--- src/dad_consts.svh ---
// constants for the debug apb address decoder
`ifndef DAD_CONSTS_SVH
`define DAD_CONSTS_SVH
`define DAD_MAX_CORES       4
`define DAD_OFFSET_WIDTH    12
`define DAD_COMP_BIT        12
`define DAD_CORE_LSB        13
`define DAD_ADDR_W_ONE      13
`define DAD_ADDR_W_TWO      14
`define DAD_ADDR_W_FOUR     15
`define DAD_ADDR_WIDTH      15
`define DAD_DATA_WIDTH      32
`define DAD_CORE_CODE_THREE 2'h3
`endif

--- src/dad_pkg.sv ---
// types for the debug apb address decoder
package dad_pkg;
  typedef enum logic [1:0] {
    DAD_IDLE   = 2'b00,
    DAD_SETUP  = 2'b01,
    DAD_ACCESS = 2'b10
  } dad_phase_t;
  typedef enum logic {
    DAD_COMP_DEBUG   = 1'b0,
    DAD_COMP_MONITOR = 1'b1
  } dad_comp_t;
endpackage

--- src/dad_decoder.sv ---
// debug apb slave port decoder steering accesses to per-core components
`timescale 1ns/1ps
`default_nettype none
`include "dad_consts.svh"
// Overview of operation
// - each core has a debug and a monitor component of 4KB each, forming one 8KB region.
// - a single debug apb slave port reaches the debug resources of every core.
// - the port spans 8KB per core and answers only while debug_port_select is high.
// - address bit 12 picks the debug component when 0 and the monitor when 1.
// - with one core the address is bits 12 to 0 and no core bits are decoded.
// - with two cores bit 13 selects core 0 or core 1.
// - with three or four cores bits 14 to 13 select cores 0, 1 and 2 by codes 00, 01, 10.
// - with four cores code 11 on bits 14 to 13 selects core 3.
// - each core's debug interface is reachable on its own, independent of the others.
// - the halt trigger output, core powered up input and os lock init input are absent.
// - each core's debug logic has its own active-low reset, also gated with the shared cluster reset reset_n.
module dad_decoder
  import dad_pkg::*;
#(
  parameter int NUM_CORES = 4
) (
  // clock and reset
  input  wire  logic                            clk,
  input  wire  logic                            reset_n,
  // per-core debug logic resets, from the system
  input  wire  logic [NUM_CORES-1:0]            debug_logic_reset_n,
  // debug apb slave port, same clock as clk
  input  wire  logic                            debug_port_select,
  input  wire  logic                            penable,
  input  wire  logic                            pwrite,
  input  wire  logic [`DAD_ADDR_WIDTH-1:0]      debug_port_address,
  input  wire  logic [`DAD_DATA_WIDTH-1:0]      pwdata,
  output var   logic [`DAD_DATA_WIDTH-1:0]      prdata,
  output var   logic                            pready,
  output var   logic                            pslverr,
  // per-core component selects, then strobes, offset and write data shared by all cores
  output var   logic [NUM_CORES-1:0]            core_dbg_sel,
  output var   logic [NUM_CORES-1:0]            core_mon_sel,
  output var   logic                            comp_enable,
  output var   logic                            comp_write,
  output var   logic [`DAD_OFFSET_WIDTH-1:0]    comp_offset,
  output var   logic [`DAD_DATA_WIDTH-1:0]      comp_wdata,
  // per-core debug resets, gated with the cluster reset
  output var   logic [NUM_CORES-1:0]            core_debug_reset_n,
  // answers from the components
  input  wire  logic [NUM_CORES*`DAD_DATA_WIDTH-1:0] comp_rdata,
  input  wire  logic [NUM_CORES-1:0]            comp_ready
  // halt trigger, powered-up and os lock init ports are deliberately absent
);

  logic       rst_meta_reg;
  logic       rst_sync_reg;
  logic       rst_n;
  dad_phase_t bus_phase;
  logic [1:0] core_idx;
  logic       core_ok;
  logic       comp_bit;
  logic       sel_any;
  logic [`DAD_DATA_WIDTH-1:0] rdata_mux;
  logic       ready_mux;

  // reset release through two flops
  always_ff @(posedge clk or negedge reset_n) begin
    if (!reset_n) begin
      rst_meta_reg <= 1'b0;
      rst_sync_reg <= 1'b0;
    end else begin
      rst_meta_reg <= 1'b1;
      rst_sync_reg <= rst_meta_reg;
    end
  end
  assign rst_n = rst_sync_reg;

  // core index from the configured address width
  always_comb begin
    if (NUM_CORES == 1) begin
      core_idx = 2'h0;
    end else if (NUM_CORES == 2) begin
      core_idx = {1'b0, debug_port_address[`DAD_CORE_LSB]};
    end else begin
      core_idx = debug_port_address[`DAD_CORE_LSB+1:`DAD_CORE_LSB];
    end
  end
  // code 11 in a three-core build addresses nothing; flagged as error
  assign core_ok  = (32'(core_idx) < NUM_CORES);
  assign comp_bit = debug_port_address[`DAD_COMP_BIT];
  assign sel_any  = debug_port_select && core_ok;

  // one-hot selects per core, each core decoded on its own
  always_comb begin
    for (int i = 0; i < NUM_CORES; i++) begin
      core_dbg_sel[i] = sel_any && (32'(core_idx) == i) && !comp_bit;
      core_mon_sel[i] = sel_any && (32'(core_idx) == i) && comp_bit;
    end
  end

  // shared apb strobes and offset fan out to all cores
  assign comp_enable = penable;
  assign comp_write  = pwrite;
  assign comp_offset = debug_port_address[`DAD_OFFSET_WIDTH-1:0];
  assign comp_wdata  = pwdata;

  // per-core debug resets also drop with the synchronised cluster reset rst_n
  always_comb begin
    for (int i = 0; i < NUM_CORES; i++) begin
      core_debug_reset_n[i] = debug_logic_reset_n[i] && rst_n;
    end
  end

  // answer mux from the addressed core
  always_comb begin
    rdata_mux = '0;
    ready_mux = 1'b1;
    for (int i = 0; i < NUM_CORES; i++) begin
      if (32'(core_idx) == i) begin
        rdata_mux = comp_rdata[i*`DAD_DATA_WIDTH +: `DAD_DATA_WIDTH];
        ready_mux = comp_ready[i];
      end
    end
  end

  // apb phase of this cycle, read straight off the strobes
  // a registered copy would lag one cycle and misplace zero-wait transfers
  always_comb begin
    bus_phase = DAD_IDLE;
    if (debug_port_select) begin
      bus_phase = penable ? DAD_ACCESS : DAD_SETUP;
    end
  end

  // handshake combinational, bad core answers at once with error
  assign pready  = debug_port_select && penable && (core_ok ? ready_mux : 1'b1);
  assign pslverr = debug_port_select && penable && !core_ok;

  // read data taken only at the completing edge; wait states leave it cleared
  always_ff @(posedge clk or negedge rst_n) begin
    if (!rst_n) begin
      prdata <= '0;
    end else if (bus_phase == DAD_SETUP) begin
      prdata <= '0;
    end else if (bus_phase == DAD_ACCESS && sel_any && pready && !pwrite) begin
      prdata <= rdata_mux;
    end
  end

  // outputs select exactly one component while a valid access is up
  property p_onehot_sel;
    @(posedge clk) disable iff (!rst_n)
      sel_any |-> $onehot({core_dbg_sel, core_mon_sel});
  endproperty
  a_onehot_sel: assert property (p_onehot_sel) else $error("select not one-hot");

  property p_no_sel_idle;
    @(posedge clk) disable iff (!rst_n)
      !debug_port_select |-> (core_dbg_sel == '0) && (core_mon_sel == '0);
  endproperty
  a_no_sel_idle: assert property (p_no_sel_idle) else $error("select without port select");

  property p_comp_bit;
    @(posedge clk) disable iff (!rst_n)
      sel_any |-> ((|core_mon_sel) == debug_port_address[`DAD_COMP_BIT]);
  endproperty
  a_comp_bit: assert property (p_comp_bit) else $error("component bit misdecoded");

  property p_offset;
    @(posedge clk) disable iff (!rst_n)
      debug_port_select |-> comp_offset == debug_port_address[11:0];
  endproperty
  a_offset: assert property (p_offset) else $error("offset altered");

  property p_core_pick;
    @(posedge clk) disable iff (!rst_n)
      (sel_any && NUM_CORES > 2) |->
        ((core_dbg_sel | core_mon_sel) == (NUM_CORES)'(1 << debug_port_address[14:13]));
  endproperty
  a_core_pick: assert property (p_core_pick) else $error("core misdecoded");

  property p_read_data;
    @(posedge clk) disable iff (!rst_n)
      (bus_phase == DAD_ACCESS && sel_any && pready && !pwrite) |=>
        (prdata == $past(rdata_mux));
  endproperty
  a_read_data: assert property (p_read_data) else $error("read data not captured");

  property p_setup_clear;
    @(posedge clk) disable iff (!rst_n)
      (bus_phase == DAD_SETUP) |=> (prdata == '0);
  endproperty
  a_setup_clear: assert property (p_setup_clear) else $error("stale read data");

  property p_two_core;
    @(posedge clk) disable iff (!rst_n)
      (sel_any && NUM_CORES == 2) |->
        ((core_dbg_sel | core_mon_sel) == (NUM_CORES)'(1 << debug_port_address[13]));
  endproperty
  a_two_core: assert property (p_two_core) else $error("two-core pick wrong");

  property p_one_core;
    @(posedge clk) disable iff (!rst_n)
      (sel_any && NUM_CORES == 1) |-> ((core_dbg_sel | core_mon_sel) == (NUM_CORES)'(1));
  endproperty
  a_one_core: assert property (p_one_core) else $error("single core not picked");

  property p_err_ready;
    @(posedge clk) disable iff (!rst_n)
      pslverr |-> pready;
  endproperty
  a_err_ready: assert property (p_err_ready) else $error("error without ready");

  property p_no_err_legal;
    @(posedge clk) disable iff (!rst_n)
      (debug_port_select && core_ok) |-> !pslverr;
  endproperty
  a_no_err_legal: assert property (p_no_err_legal) else $error("legal core errored");

  property p_bad_core_err;
    @(posedge clk) disable iff (!rst_n)
      (debug_port_select && penable && !core_ok) |-> pready && pslverr;
  endproperty
  a_bad_core_err: assert property (p_bad_core_err) else $error("illegal core not errored");

  property p_dbg_reset;
    @(posedge clk) disable iff (!rst_n)
      core_debug_reset_n == debug_logic_reset_n;
  endproperty
  a_dbg_reset: assert property (p_dbg_reset) else $error("debug reset not passed");

endmodule
`default_nettype wire

--- config.mk ---
export PLATFORM = sky130hd
export DESIGN_NAME = dad_decoder
export DESIGN_NICKNAME = d
export VERILOG_FILES = /design/src/dad_pkg.sv /design/src/dad_decoder.sv
export VERILOG_INCLUDE_DIRS = /design/src
export SDC_FILE = /design/constraint.sdc
export NUM_CORES = 1
export LEC_CHECK = 0
export BUFFER_PORTS_ARGS = -buffer_cell sky130_fd_sc_hd__buf_2
export CAP_MARGIN = 10
export CORE_AREA = 2 2 110 112
export CTS_CLUSTER_DIAMETER = 40
export DETAILED_ROUTE_END_ITERATION = 6
export DIE_AREA = 0 0 112 114
export GPL_TIMING_DRIVEN = 0
export PLACE_DENSITY = 0.67
export SYNTH_ARGS = -nofsm -noshare
export SYNTH_HDL_FRONTEND = slang
export SYNTH_SLANG_ARGS = --single-unit
--- constraint.sdc ---
create_clock -name clk -period 1.3 [get_ports clk]
set_input_delay 0.195 -clock clk [delete_from_list [all_inputs] [get_ports clk]]
set_output_delay 0.195 -clock clk [all_outputs]
set_load 0.02 [all_outputs]
After elaboration in Yosys (flattened, before gate mapping):

Index checks and enable logic that the tools add are counted.

* register bits after elaboration: 34
* bits of input ports: 188

* equal/unequal tests: 5
* mux-type cells: 12
* reduce and logical (&&, ||, !) cells: 25

Operator list (number)
* 32-bit two-way mux: 6
* 1-bit logical AND: 21
* 2-bit == test (second input constant): 3
* 2-bit by 1-bit == test with 1-bit output (second input constant): 2
* 1-bit two-way mux: 4
* 2-bit two-way mux: 2
* 1-bit logical NOT: 2
* 2-bit logical NOT: 1
* 2-bit nonzero test: 1

Longest topological paths before layout:

* word-level depth: 10
* mapped depth: 6

Least setup slack after synthesis:

No wires, ideal clock.

* path type: flip-flop to output port
* start point: reg rst_sync_reg, in the netlist rst_n
* end point: out core_debug_reset_n[0]
* arrival: 1.373 ns
* data required time: 1.105 ns
* slack: -0.268 ns
* cell stages (with the launch flop): 2
* path buffers: 0
* cell sequence: dfrtp_1 > and2_1

* longest elaborated chain between the ends: 1

Ends and longest elaborated chain
* from (decl): line dad_decoder.sv:52 `logic rst_sync_reg;`
* from (signal assigned): line dad_decoder.sv:69 `rst_sync_reg <= rst_meta_reg;`
* 1-bit logical AND: line dad_decoder.sv:106 `core_debug_reset_n[i] = debug_logic_reset_n[i] && rst_n;`
* to (decl): line dad_decoder.sv:44 `output var logic [NUM_CORES-1:0] core_debug_reset_n,`

No other way between the ends.

Final worst setup path:

* start point: reg rst_sync_reg, in the netlist rst_n
* end point: out core_debug_reset_n[2]

Same word-level chain as after synthesis.

==> impl_metrics.toml <==
[die]
die_width_um = 112
core_area_mm2 = 0.01171
num_rows = 40
die_footprint_mm2 = 0.01277
initial_util_pct = 22.86
design.portCount = 280
dieHeight_um = 114

[cells_and_area]
commonest_non_fill_non_tap_cells_in_the_layout = "buf_2, buf_4, nand2_1"
multiInputGateArea_mm2 = 0.001354
finish.instance_area_mm2 = 0.004322
nFillCells = 1210
finish.net_count = 690
mostFrequentLayoutCell = "buf_2"
number_of_flip_flops_in_the_largest_register = 32
final_core_utilization_pct = 36.90
seq_area_um2 = 854.6
instances_no_fill = 650
n_antenna_cell = 0
area_delta_synth_final_pct = 61.40
layout-drive-gt1-share_pct = 70.18

[placed_design]
place.detailed.hpwl_um = 8223
buffer_ports.inserted = 234
gp_congestion = 0.7333
post_dp_cell_area_mm2 = 0.004034
dp.cells = 637

[sta]
final-hold-violation-count = 0
max_clock_freq_mhz = 777.0
grt_setup_unrepaired = "yes"
fin_tns_setup_ns = 0
post-route-period-util_pct = 99.00
drv_slew = 0
final_critical_delay_including_setup_and_external_delays_ns = 1.287
timing.final.setup_violations = 0
relative_slew_margins_pct = 66.07
fin_worst_skew_ns = 0.002584
worst_pin_slew_ns = 0.5090

[critical_path]
cp_cell_instances = "and2_1 > buf_2"
critPathMaxFanout = 6
worst-r2r-setup-slack_ns = 0.58
critical_path.startpoint_type = "register"
critPathCaptureType = "output pin"
worst-r2r-cell-count = 2
path_depth = 2
criticalPathCategory = "register to output pin"
endpoint_of_the_most_critical_setup_path = "core_debug_reset_n[2]"
largest_delay_contributor_family_on_the_critical_path = "flip-flops"
cp.required_ns = 1.11
worstSetupStartpoint = "rst_n"
critical_path.n_buffers_inverters = 1
critical_path.reg2reg.startpoint = "rst_n"
r2r_end = "prdata[22]"
worst_path_largest_cell_delay_ns = 0.52
cp.arrival_ns = 1.09
critical-path-slowest-cell = "dfrtp_4"

[synthesis]
post_synthesis_instance_area_mm2 = 0.002678
yosys-mux-area-fraction_pct = 27.29
yosys.area_share.simple_pct = 14.16
yosys_top_cell_by_area = "dfrtp_1"
synth_xor_area_share_pct = 0
synth.top_cell.area_share_pct = 31.78
synth-compound-area-share_pct = 7.336
post_synth_inst_count = 256
synth_top_area_cells = "dfrtp_1, mux4_2, buf_4"
ys_warn_count = 0
synth_top_family_by_area = "multiplexers"
ys_ff_latch = 34
syn_avg_cell_area_um2 = 10.46
yosys.area_share.adder_pct = 0
synthDistinctLibCells = 22
synth_fp_nets = 444
ys_seq_area_share_pct = 31.78

[pwr]
vdd_ir_drop_max_mv = 0.4724
power_density_mw_per_mm2 = 845.3
total_power_consumption_of_the_routed_design_mw = 3.653
leakage_nw = 2.270

[clocking]
ctsLongestPathBuffers = 2
cts.root.buffer_cell = "clkbuf_16"
clock_buffers_created_by_tritoncts = 5
cts_sinks = 34
worstSkewPairLatency_ns = 0.27
clock_tree_from_tritoncts = "done"
worst_setup_hold_path_clk_slew_ns = 0.06
clock_tree.htree_level_count = 2

[detailed_routing]
finalWirelength_um = 9940
route.vias.total = 2864
drt.antenna.violating_nets = 0
drt_pre_antenna_iters = 4
post_drt_via_cell_ratio = 4.406
drcViolationCount = 0
drt-wirelength-per-cell_um = 15.29
drt_iter0_drc = 90

[grt]
grt_max_degree = 19
grt_antenna_before_repair = 0
number_of_global_route_vias_before_repair = 2815
grtUsageTotal_pct = 14.81
wire_length_of_the_first_global_routing_pass_um = 14830
grt_remaining_overflow = 0

[outcome]
outcome = "complete, no violations"

[hold_path]
min-delay-path-class = "input pin to asynchronous set/reset pin"

[run]
maxCapViolations = 0
cell families (layout without fill, tap and decap cells):
group,Yosys count,after routing
compound gates,36,36
buf+inv,68,315
flops,34,34
mux,33,33
other cells,2,2
simple gates,83,83
layout make-up:
| class | instances | area share, % |
|---|---|---|
| Clock inverter | 2 | 0.2895 |
| Sequential cell | 34 | 19.77 |
| Timing Repair Buffer | 239 | 28.66 |
| Clock buffer | 6 | 3.214 |
| Inverter | 1 | 0.08686 |
| Multi-Input combinational cell | 154 | 31.33 |
| Buffer | 67 | 12.39 |
| Tap cell | 147 | 4.256 |
metal layers:
layer	track usage, %	vias to the layer above	share of wire (%)
met1	18.36	1342	39
met4	3.171	0	0.90
li1	-	1369	-
met3	2.338	6	7.5
met5	0	-	0
met2	27.31	147	52
synth_stat cells:
cell / instances
and2_1: 4
and2_4: 1
buf_1: 1
buf_12: 2
buf_2: 9
buf_4: 47
buf_6: 5
clkbuf_1: 3
conb_1: 2
dfrtp_1: 34
inv_1: 1
mux2i_1: 1
mux4_2: 32
nand2_1: 34
nand2b_1: 4
nand3_1: 32
nor2_1: 6
nor3_1: 2
o2111a_1: 2
o21ai_0: 2
o21ai_1: 31
o21ai_2: 1
report_power, final:
| part | switching (mW) | leakage (nW) | internal, mW |
|---|---|---|---|
| Clock | 0.446 | 0.0729 | 0.758 |
| Combinational | 0.630 | 1.74 | 0.631 |
| Sequential | 0.0452 | 0.458 | 1.14 |
| Total | 1.12 | 2.27 | 2.53 |
per-stage QoR:
| step | setup WS (ns) | hold slack, ns |
|---|---|---|
| 2_1_floorplan | 0.04186 | -0.1006 |
| 3_3_place_gp | -0.2753 | -0.01927 |
| 3_5_place_dp | -0.2993 | -0.01457 |
| 4_1_cts | 0.001648 | 0.2452 |
| 5_1_grt | -0.01472 | 0.2535 |
| 6_report | 0.01301 | 0.2393 |
worst min path at each step:
stage / start / end / slack [ns] / cells after the start
6_report: reset_n / rst_meta_reg / 0.24 / 2
5_1_grt: reset_n / rst_meta_reg / 0.25 / 2
4_1_cts: reset_n / rst_n / 0.25 / 2
3_5_place_dp: reset_n / rst_meta_reg / -0.01 / 1
3_3_place_gp: reset_n / rst_meta_reg / -0.02 / 1
2_1_floorplan: reset_n / rst_meta_reg / -0.10 / 0
repair_timing:
| action | in CTS | in global routing |
|---|---|---|
| endpoints found under the hold margin | 2 | 0 |
| hold buffers | 1 | 0 |
| buffers inserted | 4 | 0 |
| gates resized for setup | 5 | 20 |
| endpoints found under the setup margin | 13 | 20 |
| pin swaps | 1 | 2 |
Power figures use the tool's default switching activity.
